File: src/hw/cap_pkg.sv
// Constants and types for the charge accumulation and power mode core
//
// Contract
// - Offset calibration enabled: ground converter input, convert, store offset result.
// - Four 32-bit accumulators and four 32-bit elapsed-time counters.
// - Enabled accumulator adds its source result every half second.
// - Fixed sources: current, internal or external temperature, aux analog.
// - Accumulated resolution follows source resolution, fifteen bits at most.
// - Sign zero: magnitude added to charge accumulator.
// - Sign one: magnitude added to discharge accumulator instead.
// - Charge and discharge accumulators change only with accumulate enable set.
// - Charge time counter counts twice a second while charging.
// - Discharge time counter counts twice a second while discharging.
// - Held in reset while pack voltage is below power-on threshold.
// - Above threshold, counters and registers load from nonvolatile memory.
// - Run mode follows completed initialisation.
// - Run repeats conversion cycles, updates every half second.
// - Stay in Run while powered and no other mode active.
// - Sample mode while host holds the sample bit set.
// - Clearing the sample bit returns to Run.
// - Sample interval is two to the sample divider half seconds.
// - Accumulation keeps half-second rate in Sample and Sample-Sleep.
// - Sleep timed by separate timer, analog off, one conversion set per wake.
// - Sample-Sleep entered on any enabled trip or host sleep bit.
// - Sleep interval is 2^sample_div times 2^sleep_div half seconds.
// - Leave sleep on sleep bit clear or enabled charge wake.
// - Leave sleep on enabled pack voltage wake.
// - Results are sign and fifteen magnitude bits, zero padded below.
package cap_pkg;
  localparam int unsigned CLK_HZ       = 10_000_000;
  localparam int unsigned HALF_SEC_MS  = 500;
  localparam int unsigned HALF_SEC_CYC = CLK_HZ / 1000 * HALF_SEC_MS;
  localparam int unsigned ACC_W        = 32;
  localparam int unsigned RES_W        = 16;
  localparam int unsigned MAG_W        = 15;
  localparam int unsigned NUM_CNT      = 8;
  localparam int unsigned NVM_WORDS    = 18;
  localparam int unsigned SLP_CNT_W    = 14;

  // Register byte offsets
  localparam logic [7:0] OFS_ACC_CTRL  = 8'h00;
  localparam logic [7:0] OFS_CONV_CFG  = 8'h04;
  localparam logic [7:0] OFS_OP_MODE   = 8'h08;
  localparam logic [7:0] OFS_TRIP_CTRL = 8'h0C;
  localparam logic [7:0] OFS_OFFS_CTRL = 8'h10;
  localparam logic [7:0] OFS_OFFS_RES  = 8'h14;
  localparam logic [7:0] OFS_CUR_RES   = 8'h18;
  localparam logic [7:0] OFS_ITMP_RES  = 8'h1C;
  localparam logic [7:0] OFS_ETMP_RES  = 8'h20;
  localparam logic [7:0] OFS_AUX_RES   = 8'h24;
  localparam logic [7:0] OFS_CNT_BASE  = 8'h28;
  localparam logic [7:0] OFS_CNT_LAST  = 8'h44;
  localparam logic [7:0] OFS_STATUS    = 8'h48;

  // Counter slots
  localparam int unsigned CNT_DCA  = 0;
  localparam int unsigned CNT_CCA  = 1;
  localparam int unsigned CNT_TA   = 2;
  localparam int unsigned CNT_AUXA = 3;
  localparam int unsigned CNT_DTC  = 4;
  localparam int unsigned CNT_CTC  = 5;
  localparam int unsigned CNT_TTC  = 6;
  localparam int unsigned CNT_ATC  = 7;

  // Converter channels
  localparam logic [2:0] CH_CUR  = 3'h0;
  localparam logic [2:0] CH_ITMP = 3'h1;
  localparam logic [2:0] CH_ETMP = 3'h2;
  localparam logic [2:0] CH_AUX  = 3'h5;
  localparam logic [2:0] CH_OFFS = 3'h6;

  // Field positions
  localparam int unsigned ACC_EN_BIT   = 0;
  localparam int unsigned TEMP_SEL_BIT = 1;
  localparam int unsigned TEMP_EN_BIT  = 2;
  localparam int unsigned AUX_EN_BIT   = 3;
  localparam int unsigned SAMP_BIT     = 0;
  localparam int unsigned DIV_LSB      = 1;
  localparam int unsigned SLEEP_BIT    = 0;
  localparam int unsigned PACK_ENT_BIT = 0;
  localparam int unsigned AUX_ENT_BIT  = 1;
  localparam int unsigned CUR_ENT_BIT  = 2;
  localparam int unsigned CHG_WAKE_BIT = 3;
  localparam int unsigned PACK_WAKE_BIT = 4;
  localparam int unsigned OFFS_EN_BIT  = 7;
  localparam int unsigned OFFS_RES_LSB = 4;
  localparam logic [7:0]  CTRL_RST     = 8'h00;

  typedef enum logic [2:0] {
    M_RESET  = 3'h0,
    M_LOAD   = 3'h1,
    M_RUN    = 3'h3,
    M_SAMPLE = 3'h2,
    M_SLEEP  = 3'h6,
    M_SHELF  = 3'h7
  } cap_mode_t;
endpackage : cap_pkg

File: src/hw/cap_core.sv
// Charge accumulation and power mode controller with APB registers
//
// The placing of the registers and the APB register port were decided locally.
`timescale 1ns/1ps
`default_nettype none
module cap_core #(
  parameter int unsigned HALF_SEC_CYC = cap_pkg::HALF_SEC_CYC,
  parameter int unsigned SLP_TICK_CYC = cap_pkg::HALF_SEC_CYC,
  parameter int unsigned NVM_WORDS    = cap_pkg::NVM_WORDS
) (
  input  wire logic        core_clk,
  input  wire logic        sys_rst,
  input  wire logic        psel,
  input  wire logic        penable,
  input  wire logic        pwrite,
  input  wire logic [7:0]  paddr,
  input  wire logic [31:0] pwdata,
  output logic      [31:0] prdata,
  output logic             pready,
  output logic             pslverr,
  input  wire logic        conv_valid,
  input  wire logic [2:0]  conv_chan,
  input  wire logic [15:0] conv_data,
  input  wire logic        conv_cycle_done,
  output logic             conv_start,
  output logic             analog_on,
  output logic             offs_cal_active,
  input  wire logic        pack_above_por,
  input  wire logic        pack_below_trip,
  input  wire logic        aux_below_trip,
  input  wire logic        cur_below_trip,
  input  wire logic        chg_above_wake,
  input  wire logic        pack_above_wake,
  input  wire logic        shelf_req,
  output logic             nvm_rd,
  output logic      [4:0]  nvm_addr,
  input  wire logic [31:0] nvm_rdata,
  input  wire logic        nvm_ack,
  output logic      [2:0]  mode
);
  localparam int unsigned SW = cap_pkg::SLP_CNT_W;

  typedef struct packed {
    cap_pkg::cap_mode_t mode;
    logic [7:0]         acc_ctrl;
    logic [7:0]         conv_cfg;
    logic [7:0]         op_mode;
    logic [7:0]         trip_ctrl;
    logic [7:0]         offs_ctrl;
    logic [15:0]        offs_res;
    logic [15:0]        cur_res;
    logic [15:0]        itmp_res;
    logic [15:0]        etmp_res;
    logic [15:0]        aux_res;
    logic [SW-1:0]      samp_cnt;
    logic [SW-1:0]      slp_cnt;
    logic [4:0]         nvm_idx;
    logic               cyc_busy;
    logic               conv_start;
    logic               analog_on;
    logic               offs_act;
    logic [31:0]        prdata;
  } cap_core_st_t;

  cap_core_st_t st_r;
  cap_core_st_t st_nxt;

  logic        tick;
  logic        slp_tick;
  logic        active;
  logic        wr_en;
  logic [7:0]  wr_addr;
  logic [31:0] wr_data;
  logic [31:0] rd_mux;
  logic [31:0] cnt_val [cap_pkg::NUM_CNT];
  logic        cnt_add [cap_pkg::NUM_CNT];
  logic [31:0] cnt_inc [cap_pkg::NUM_CNT];
  logic        trip_hit;
  logic        wake;
  logic [14:0] cur_mag;
  logic [15:0] temp_res;
  cap_pkg::cap_mode_t run_pick;

  // ********************************************************
  // Helpers
  // ********************************************************
  function automatic logic cnt_hit(input logic [7:0] a);
    return a >= cap_pkg::OFS_CNT_BASE && a <= cap_pkg::OFS_CNT_LAST;
  endfunction : cnt_hit

  function automatic logic [2:0] cnt_idx(input logic [7:0] a);
    logic [7:0] d;
    d = a - cap_pkg::OFS_CNT_BASE;
    return d[4:2];
  endfunction : cnt_idx

  function automatic logic addr_ok(input logic [7:0] a);
    return a[1:0] == 2'h0 && a <= cap_pkg::OFS_STATUS;
  endfunction : addr_ok

  // Interval minus one in ticks
  function automatic logic [SW-1:0] lim(input logic [3:0] n);
    logic [SW:0] one;
    one = (SW+1)'(1);
    return SW'((one << n) - one);
  endfunction : lim

  // Keep only the selected resolution, zeros below
  function automatic logic [15:0] res_mask(input logic [2:0] r);
    logic [15:0] m;
    m = 16'hFFFF << (3'h7 - r);
    return m;
  endfunction : res_mask

  // ********************************************************
  // Time bases
  // ********************************************************
  assign active = st_r.mode == cap_pkg::M_RUN ||
                  st_r.mode == cap_pkg::M_SAMPLE ||
                  st_r.mode == cap_pkg::M_SLEEP;

  cap_tick_div #(
    .CYC (HALF_SEC_CYC)
  ) u_half_sec (
    .core_clk (core_clk),
    .sys_rst  (sys_rst),
    .run      (active),
    .tick     (tick)
  );

  cap_tick_div #(
    .CYC (SLP_TICK_CYC)
  ) u_sleep_timer (
    .core_clk (core_clk),
    .sys_rst  (sys_rst),
    .run      (st_r.mode == cap_pkg::M_SLEEP),
    .tick     (slp_tick)
  );

  // ********************************************************
  // Accumulators and time counters
  // ********************************************************
  assign cur_mag  = st_r.cur_res[14:0];
  assign temp_res = st_r.acc_ctrl[cap_pkg::TEMP_SEL_BIT] ?
                    st_r.etmp_res : st_r.itmp_res;

  always_comb begin
    logic t;
    logic acc;
    logic sgn;
    logic nz;
    t   = tick && active;
    acc = st_r.acc_ctrl[cap_pkg::ACC_EN_BIT];
    sgn = st_r.cur_res[15];
    nz  = cur_mag != 15'h0000;
    cnt_add[cap_pkg::CNT_DCA]  = t && acc && sgn;
    cnt_add[cap_pkg::CNT_CCA]  = t && acc && !sgn;
    cnt_add[cap_pkg::CNT_TA]   = t && st_r.acc_ctrl[cap_pkg::TEMP_EN_BIT];
    cnt_add[cap_pkg::CNT_AUXA] = t && st_r.acc_ctrl[cap_pkg::AUX_EN_BIT];
    cnt_add[cap_pkg::CNT_DTC]  = t && sgn && nz;
    cnt_add[cap_pkg::CNT_CTC]  = t && !sgn && nz;
    cnt_add[cap_pkg::CNT_TTC]  = cnt_add[cap_pkg::CNT_TA];
    cnt_add[cap_pkg::CNT_ATC]  = cnt_add[cap_pkg::CNT_AUXA];
    cnt_inc[cap_pkg::CNT_DCA]  = {17'h0, cur_mag};
    cnt_inc[cap_pkg::CNT_CCA]  = {17'h0, cur_mag};
    cnt_inc[cap_pkg::CNT_TA]   = {17'h0, temp_res[14:0]};
    cnt_inc[cap_pkg::CNT_AUXA] = {17'h0, st_r.aux_res[14:0]};
    cnt_inc[cap_pkg::CNT_DTC]  = 32'h00000001;
    cnt_inc[cap_pkg::CNT_CTC]  = 32'h00000001;
    cnt_inc[cap_pkg::CNT_TTC]  = 32'h00000001;
    cnt_inc[cap_pkg::CNT_ATC]  = 32'h00000001;
  end

  // Four accumulators, four elapsed-time counters
  for (genvar i = 0; i < cap_pkg::NUM_CNT; i++) begin : g_cnt
    cap_accum #(
      .W (cap_pkg::ACC_W)
    ) u_cnt (
      .core_clk (core_clk),
      .sys_rst  (sys_rst),
      .clr      (!pack_above_por),
      .wr_en    (wr_en && cnt_hit(wr_addr) && cnt_idx(wr_addr) == 3'(i)),
      .wr_data  (wr_data),
      .add_en   (cnt_add[i]),
      .add_val  (cnt_inc[i]),
      .value    (cnt_val[i])
    );
  end

  // ********************************************************
  // Register write port, shared by APB and the loader
  // ********************************************************
  always_comb begin
    wr_en   = 1'b0;
    wr_addr = 8'h00;
    wr_data = 32'h00000000;
    if (st_r.mode == cap_pkg::M_LOAD && nvm_ack) begin
      wr_en   = 1'b1;
      wr_addr = {1'b0, st_r.nvm_idx, 2'h0};
      wr_data = nvm_rdata;
    end else if (psel && penable && pwrite && addr_ok(paddr)) begin
      wr_en   = 1'b1;
      wr_addr = paddr;
      wr_data = pwdata;
    end
  end

  // ********************************************************
  // Read mux
  // ********************************************************
  always_comb begin
    rd_mux = 32'h00000000;
    if (cnt_hit(paddr)) begin
      rd_mux = cnt_val[cnt_idx(paddr)];
    end else begin
      case (paddr)
        cap_pkg::OFS_ACC_CTRL:  rd_mux[7:0] = st_r.acc_ctrl;
        cap_pkg::OFS_CONV_CFG:  rd_mux[7:0] = st_r.conv_cfg;
        cap_pkg::OFS_OP_MODE:   rd_mux[7:0] = st_r.op_mode;
        cap_pkg::OFS_TRIP_CTRL: rd_mux[7:0] = st_r.trip_ctrl;
        cap_pkg::OFS_OFFS_CTRL: rd_mux[7:0] = st_r.offs_ctrl;
        cap_pkg::OFS_OFFS_RES:  rd_mux[15:0] = st_r.offs_res;
        cap_pkg::OFS_CUR_RES:   rd_mux[15:0] = st_r.cur_res;
        cap_pkg::OFS_ITMP_RES:  rd_mux[15:0] = st_r.itmp_res;
        cap_pkg::OFS_ETMP_RES:  rd_mux[15:0] = st_r.etmp_res;
        cap_pkg::OFS_AUX_RES:   rd_mux[15:0] = st_r.aux_res;
        cap_pkg::OFS_STATUS: begin
          rd_mux[2:0] = st_r.mode;
          rd_mux[3]   = st_r.cyc_busy;
        end
        default: rd_mux = 32'h00000000;
      endcase
    end
  end

  // ********************************************************
  // Trips and wakes
  // ********************************************************
  always_comb begin
    trip_hit = (st_r.trip_ctrl[cap_pkg::PACK_ENT_BIT] && pack_below_trip) ||
               (st_r.trip_ctrl[cap_pkg::AUX_ENT_BIT] && aux_below_trip) ||
               (st_r.trip_ctrl[cap_pkg::CUR_ENT_BIT] && cur_below_trip);
    wake = st_r.mode == cap_pkg::M_SLEEP &&
           ((st_r.trip_ctrl[cap_pkg::CHG_WAKE_BIT] && chg_above_wake) ||
            (st_r.trip_ctrl[cap_pkg::PACK_WAKE_BIT] && pack_above_wake));
  end

  // ********************************************************
  // Next state
  // ********************************************************
  always_comb begin
    st_nxt = st_r;
    st_nxt.conv_start = 1'b0;
    run_pick = cap_pkg::M_RUN;

    // Host and loader writes
    if (wr_en) begin
      case (wr_addr)
        cap_pkg::OFS_ACC_CTRL:  st_nxt.acc_ctrl  = wr_data[7:0];
        cap_pkg::OFS_CONV_CFG:  st_nxt.conv_cfg  = wr_data[7:0];
        cap_pkg::OFS_OP_MODE:   st_nxt.op_mode   = wr_data[7:0];
        cap_pkg::OFS_TRIP_CTRL: st_nxt.trip_ctrl = wr_data[7:0];
        cap_pkg::OFS_OFFS_CTRL: st_nxt.offs_ctrl = wr_data[7:0];
        default: ;
      endcase
    end

    // Converter results
    if (conv_valid) begin
      case (conv_chan)
        cap_pkg::CH_CUR:  st_nxt.cur_res  = conv_data;
        cap_pkg::CH_ITMP: st_nxt.itmp_res = conv_data;
        cap_pkg::CH_ETMP: st_nxt.etmp_res = conv_data;
        cap_pkg::CH_AUX:  st_nxt.aux_res  = conv_data;
        cap_pkg::CH_OFFS: begin
          st_nxt.offs_res = conv_data &
            res_mask(st_r.offs_ctrl[cap_pkg::OFFS_RES_LSB +: 3]);
        end
        default: ;
      endcase
    end

    // A wake clears the sleep request
    if (wake) begin
      st_nxt.op_mode[cap_pkg::SLEEP_BIT] = 1'b0;
    end
    // Trip sets the sleep request; set wins over a clear
    if (active && trip_hit) begin
      st_nxt.op_mode[cap_pkg::SLEEP_BIT] = 1'b1;
    end

    if (conv_cycle_done) begin
      st_nxt.cyc_busy = 1'b0;
    end

    // Mode priority
    if (shelf_req) begin
      run_pick = cap_pkg::M_SHELF;
    end else if (st_nxt.op_mode[cap_pkg::SLEEP_BIT]) begin
      run_pick = cap_pkg::M_SLEEP;
    end else if (st_nxt.conv_cfg[cap_pkg::SAMP_BIT]) begin
      run_pick = cap_pkg::M_SAMPLE;
    end else begin
      run_pick = cap_pkg::M_RUN;
    end

    unique case (st_r.mode)
      cap_pkg::M_RESET: begin
        st_nxt.nvm_idx = 5'h00;
        if (pack_above_por) begin
          st_nxt.mode = cap_pkg::M_LOAD;
        end
      end
      cap_pkg::M_LOAD: begin
        if (nvm_ack) begin
          st_nxt.nvm_idx = st_r.nvm_idx + 5'h01;
          if (st_r.nvm_idx == 5'(NVM_WORDS - 1)) begin
            st_nxt.mode = cap_pkg::M_RUN;
          end
        end
      end
      cap_pkg::M_SHELF: begin
        st_nxt.analog_on = 1'b0;
        if (!shelf_req) begin
          st_nxt.mode = cap_pkg::M_RUN;
        end
      end
      cap_pkg::M_RUN: begin
        st_nxt.mode = run_pick;
        st_nxt.analog_on = 1'b1;
        if (!st_r.cyc_busy && !st_r.conv_start) begin
          st_nxt.conv_start = 1'b1;
          st_nxt.cyc_busy = 1'b1;
        end
      end
      cap_pkg::M_SAMPLE: begin
        st_nxt.mode = run_pick;
        st_nxt.analog_on = 1'b1;
        if (tick) begin
          if (st_r.samp_cnt >= lim({1'b0, st_r.conv_cfg[cap_pkg::DIV_LSB +: 3]})) begin
            st_nxt.samp_cnt = '0;
            if (!st_r.cyc_busy) begin
              st_nxt.conv_start = 1'b1;
              st_nxt.cyc_busy = 1'b1;
            end
          end else begin
            st_nxt.samp_cnt = st_r.samp_cnt + SW'(1);
          end
        end
      end
      cap_pkg::M_SLEEP: begin
        st_nxt.mode = run_pick;
        st_nxt.analog_on = st_nxt.cyc_busy;
        if (slp_tick) begin
          if (st_r.slp_cnt >= lim(4'(st_r.conv_cfg[cap_pkg::DIV_LSB +: 3]) +
                                  4'(st_r.op_mode[cap_pkg::DIV_LSB +: 3]))) begin
            st_nxt.slp_cnt = '0;
            if (!st_r.cyc_busy) begin
              st_nxt.conv_start = 1'b1;
              st_nxt.cyc_busy = 1'b1;
              st_nxt.analog_on = 1'b1;
            end
          end else begin
            st_nxt.slp_cnt = st_r.slp_cnt + SW'(1);
          end
        end
      end
      default: begin
        st_nxt.mode = cap_pkg::M_RESET;
      end
    endcase

    // Interval counters restart on any mode change
    if (st_nxt.mode != st_r.mode) begin
      st_nxt.samp_cnt = '0;
      st_nxt.slp_cnt = '0;
    end

    st_nxt.offs_act = st_nxt.analog_on &&
                      st_nxt.offs_ctrl[cap_pkg::OFFS_EN_BIT];

    // APB read data captured in the setup phase
    if (psel && !penable && !pwrite) begin
      st_nxt.prdata = rd_mux;
    end

    // Low pack voltage holds everything in reset
    if (!pack_above_por) begin
      st_nxt = '0;
    end
  end

  always_ff @(posedge core_clk or posedge sys_rst) begin
    if (sys_rst) begin
      st_r <= '0;
    end else begin
      st_r <= st_nxt;
    end
  end

  // ********************************************************
  // Outputs
  // ********************************************************
  assign prdata          = st_r.prdata;
  assign pready          = 1'b1;
  assign pslverr         = psel && penable && !addr_ok(paddr);
  assign conv_start      = st_r.conv_start;
  assign analog_on       = st_r.analog_on;
  assign offs_cal_active = st_r.offs_act;
  assign nvm_rd          = st_r.mode == cap_pkg::M_LOAD;
  assign nvm_addr        = st_r.nvm_idx;
  assign mode            = st_r.mode;
endmodule : cap_core
`default_nettype wire

File: src/hw/cap_tick_div.sv
// Divider producing a one-cycle enable pulse every CYC cycles
`timescale 1ns/1ps
`default_nettype none
module cap_tick_div #(
  parameter int unsigned CYC = cap_pkg::HALF_SEC_CYC
) (
  input  wire logic core_clk,
  input  wire logic sys_rst,
  input  wire logic run,
  output logic      tick
);
  localparam int unsigned W = (CYC > 1) ? $clog2(CYC) : 1;
  localparam logic [W-1:0] LAST = W'(CYC - 1);

  typedef struct packed {
    logic [W-1:0] cnt;
    logic         tick;
  } cap_div_st_t;

  cap_div_st_t st_r;
  cap_div_st_t st_nxt;

  always_comb begin
    st_nxt = st_r;
    st_nxt.tick = 1'b0;
    if (!run) begin
      st_nxt.cnt = '0;
    end else if (st_r.cnt == LAST) begin
      st_nxt.cnt = '0;
      st_nxt.tick = 1'b1;
    end else begin
      st_nxt.cnt = st_r.cnt + W'(1);
    end
  end

  always_ff @(posedge core_clk or posedge sys_rst) begin
    if (sys_rst) begin
      st_r <= '0;
    end else begin
      st_r <= st_nxt;
    end
  end

  assign tick = st_r.tick;
endmodule : cap_tick_div
`default_nettype wire

File: src/hw/cap_accum.sv
// One 32-bit accumulator or elapsed-time counter
`timescale 1ns/1ps
`default_nettype none
module cap_accum #(
  parameter int unsigned W = cap_pkg::ACC_W
) (
  input  wire logic         core_clk,
  input  wire logic         sys_rst,
  input  wire logic         clr,
  input  wire logic         wr_en,
  input  wire logic [W-1:0] wr_data,
  input  wire logic         add_en,
  input  wire logic [W-1:0] add_val,
  output logic      [W-1:0] value
);
  typedef struct packed {
    logic [W-1:0] val;
  } cap_acc_st_t;

  cap_acc_st_t st_r;
  cap_acc_st_t st_nxt;

  always_comb begin
    st_nxt = st_r;
    if (clr) begin
      st_nxt.val = '0;
    end else if (wr_en) begin
      st_nxt.val = wr_data;
    end else if (add_en) begin
      st_nxt.val = st_r.val + add_val;
    end
  end

  always_ff @(posedge core_clk or posedge sys_rst) begin
    if (sys_rst) begin
      st_r <= '0;
    end else begin
      st_r <= st_nxt;
    end
  end

  assign value = st_r.val;
endmodule : cap_accum
`default_nettype wire

File: config.mk
export PLATFORM = sky130hd
export DESIGN_NAME = cap_core
export DESIGN_NICKNAME = d
export VERILOG_FILES = /design/src/hw/cap_pkg.sv /design/src/hw/cap_core.sv /design/src/hw/cap_tick_div.sv /design/src/hw/cap_accum.sv
export SDC_FILE = /design/constraint.sdc
export NUM_CORES = 2
export LEC_CHECK = 0
export BUFFER_PORTS_ARGS = -buffer_cell sky130_fd_sc_hd__buf_4
export CELL_PAD_IN_SITES_DETAIL_PLACEMENT = 1
export CELL_PAD_IN_SITES_GLOBAL_PLACEMENT = 1
export CORE_MARGIN = 1
export CORE_UTILIZATION = 44
export DETAILED_ROUTE_END_ITERATION = 16
export PLACE_DENSITY = 0.83
export RECOVER_POWER = 50
export SLEW_MARGIN = 20
export SYNTH_ARGS = -nofsm -noshare
export SYNTH_HDL_FRONTEND = slang
export SYNTH_SLANG_ARGS = --single-unit
File: constraint.sdc
create_clock -name core_clk -period 14.2 [get_ports core_clk]
set_input_delay 1.42 -clock core_clk [delete_from_list [all_inputs] [get_ports core_clk]]
set_output_delay 1.42 -clock core_clk [all_outputs]
set_load 0.01 [all_outputs]
==> impl_metrics.yaml <==
outcome:
  status: "finished with violations"
  violations: "max-capacitance violations, max-slew violations"
setup_path:
  critPathCaptureType: "flip-flop"
  critical_path.top_delay_family: "buffers and inverters"
  slowest_delay_ns: 4.09
  startpoint_type: "input pin"
  required_ns: 14.76
  path_cells: "buf_4 > clkinvlp_2 > clkbuf_1 > nor2_2 > buf_4 > nand2_1 > o21ai_0"
  path_buf_inv: 4
  cpMostUsedCell: "buf_4"
  cpMaxStageDelayCell: "clkinvlp_2"
  path_max_fanout: 125
  crit_arrival_ns: 9.72
  critical_path_class: "in2reg"
sta:
  max_clock_freq_mhz: 109
  worstMarginPinSlew_ns: 5.34
  setup_violations: 0
  min_period_ns: 9.16
  rsz0062_at_grt: "no"
  clock_skew_ns: 0.0358
  slew_headroom_pct: -258
  drv_slew: 489
  hold_viol: 0
  fin_crit_sh_pct: 64.5
  final.setup.tns_ns: 0
cts:
  clk_pin_slew_ns: 0.07
  cts_resized: 0
  cts_inserted_buffers: 57
  post-cts-setup-buffers: 0
  cts_htree_levels: 2
  cts_hold_buf: 0
  insertion_delay_ns: 0.66
  root_buffer: "clkbuf_16"
  clk_path_buf_depth: 3
  cts_tree: "done"
  cts.sinks: 496
placement:
  place_congestion: 0.970
  hpwl_um: 87100
  port_buffers: 150
logic_synthesis:
  synthArstFlopShare_pct: 100
  synthDistinctLibCells: 87
  netlist.area_leader.share_pct: 38.3
  synth_edf_count: 0
  synth_top_cell_by_area: "dfrtp_1"
  synth_flop_cell: "dfrtp_1"
  syn_area_mm2: 0.0324
  ys_warn_count: 0
  synthCells: 3674
  ys_ff_latch: 496
  syn_area_per_cell_um2: 8.81
  synth-seq-area-share_pct: 38.3
  synth.area.top_cells: "dfrtp_1 38%, nand2_1 5.2%, mux4_2 4.8%, nor2_1 4.6%, a21oi_1 4.2%"
final_layout:
  multi_input_area_mm2: 0.0187
  final.fill_count: 8448
  drive_above_1_share_pct: 10.3
  final_core_util_pct: 49.4
  final_common_cell: "dfrtp_1"
  regArea_mm2: 0.0124
  mostFrequentLayoutCells: "496 x dfrtp_1, 446 x nand2_1, 391 x nor2_1"
  areaGrowthSynthToFinish_pct: 11.2
  finalNetCount: 3891
power_and_ir_drop:
  power_density_mw_per_mm2: 94.8
  peakVddDrop_uv: 91.5
  p_leak_nw: 14.8
detailed_routing:
  dr.max_layer_used: "met5"
  drtPass1Iterations: 9
  wl_met1_um: 50800
  drt_wl_total_um: 126000
  wl_met2_um: 56700
  vias: 31300
  via_per_inst: 6.68
  wl_met3_um: 12300
  drt_iter0_drc: 3283
  wl_per_cell_um: 26.9
  drc: 0
  ant_nets: 0
floorplan:
  die_w_um: 273
  die_height_um: 273
  row_count: 99
  initial_utilization_pct: 44.4
  core_region_area_mm2: 0.0728
  dieArea_mm2: 0.0747
  io_pins: 152
global_routing:
  grt_overflow_total: 0
  grtUsageTotal_pct: 33.5
  grt_pass1_wl_um: 194000
  grt_max_degree: 166
  grt_pass1_vias: 31500
  antenna_found_initial: 1
min_path:
  hold_path_class: "reg2reg"
job:
  cap_viol_max_count: 7
-- area by class of cell --
cell class                      instances  share of cell area (%)
Multi-Input combinational cell       2866                    51.9
Sequential cell                       496                    34.5
Clock buffer                           75                    4.43
Timing Repair Buffer                  203                    3.78
Tap cell                              959                    3.33
Clock inverter                         32                    1.59
Inverter                               52                   0.549
Antenna cell                            1                 0.00695
-- synth_stat cells (30+ instances only) --
cell type  instances
a211oi_1         154
nor3_1           104
nor2_1           396
a22o_1            35
nand3_1          119
inv_1             50
and3_1            72
clkbuf_1         176
xnor2_1          108
nand4_1           68
dfrtp_1          496
mux2i_1           55
mux4_2            69
ha_1             104
o21ai_0          243
a31oi_1           30
xor2_1           114
buf_4             41
buf_1             36
nand2_1          446
a21oi_1          272
-- kinds of logic (layout without fill, tap and decap cells) --
kind of cell	after synthesis	after routing	share of synthesized area, %
compound gates	1004	1004	20.0
xor+xnor	222	222	6.01
fa+ha+maj	109	109	4.33
buf+inv	316	362	4.22
flops	496	496	38.3
mux	146	146	7.27
other cells	1	6	0.0116
simple gates	1380	1380	19.8
-- worst reg2reg max path: stages (launching register included) --
cell and delay [ns]:
dfrtp_1 0.51, clkbuf_1 0.63, a21boi_0 1.88, nand3_1 1.08, buf_4 0.51, nor4_1 0.46, nand3_1 0.31, nor2_1 0.24
xnor2_1 0.14, a211oi_1 0.09
-- worst paths after layout --
kind / slack, ns / cells after the start / start / to
hold reg to reg: 0.48 / 2 / prdata[22]$_DFFE_PP0P_ / prdata[22]$_DFFE_PP0P_
min in group asynchronous: 1.04 / 3 / sys_rst / st_r[44]$_DFFE_PP0P_
max in group asynchronous: 8.29 / 5 / sys_rst / prdata[19]$_DFFE_PP0P_
setup reg to reg: 8.03 / 9 / mode[1]$_DFF_PP0_ / g_cnt[7].u_cnt.value[21]$_DFFE_PP0P_
hold / removal: 0.48 / 2 / prdata[22]$_DFFE_PP0P_ / prdata[22]$_DFFE_PP0P_
setup / recovery: 5.04 / 7 / pack_above_por / prdata[29]$_DFFE_PP0P_
-- power by group --
group	switching, W	total, W	internal (W)
logic	0.000175	0.000250	0.0000752
registers	0.0000158	0.00144	0.00142
clock network	0.000664	0.00173	0.00106
total	0.000854	0.00342	0.00256
-- per-stage QoR --
step	hold WS, ns	worst slack [ns]	std cells	total power, W	area [um2]
2_1_floorplan	0.447	6.05	3678	0.00160	32400
6_report	0.485	5.04	4684	0.00342	36000
3_3_place_gp	0.468	8.79	4575	0.00170	34000
3_5_place_dp	0.473	8.62	4575	0.00171	34000
5_1_grt	0.519	4.73	4683	0.00349	36000
4_1_cts	0.489	9.01	4682	0.00342	36200
-- metal layers --
metal,vias up,global-route usage (%)
li1,13400,-
met1,15900,45.2
met2,1588,51.5
met3,355,6.79
met4,2,15.6
met5,-,0
-- flip-flops by register name, indices dropped and copies added (netlist names), 3 cells and up --
register,count
cnt_inc,30
u_half_sec.st_r,23
u_sleep_timer.st_r,23
mode,3
prdata,32
g_cnt.u_cnt.value,256
st_r,119
nvm_addr,5
Power figures use the tool's default switching activity.
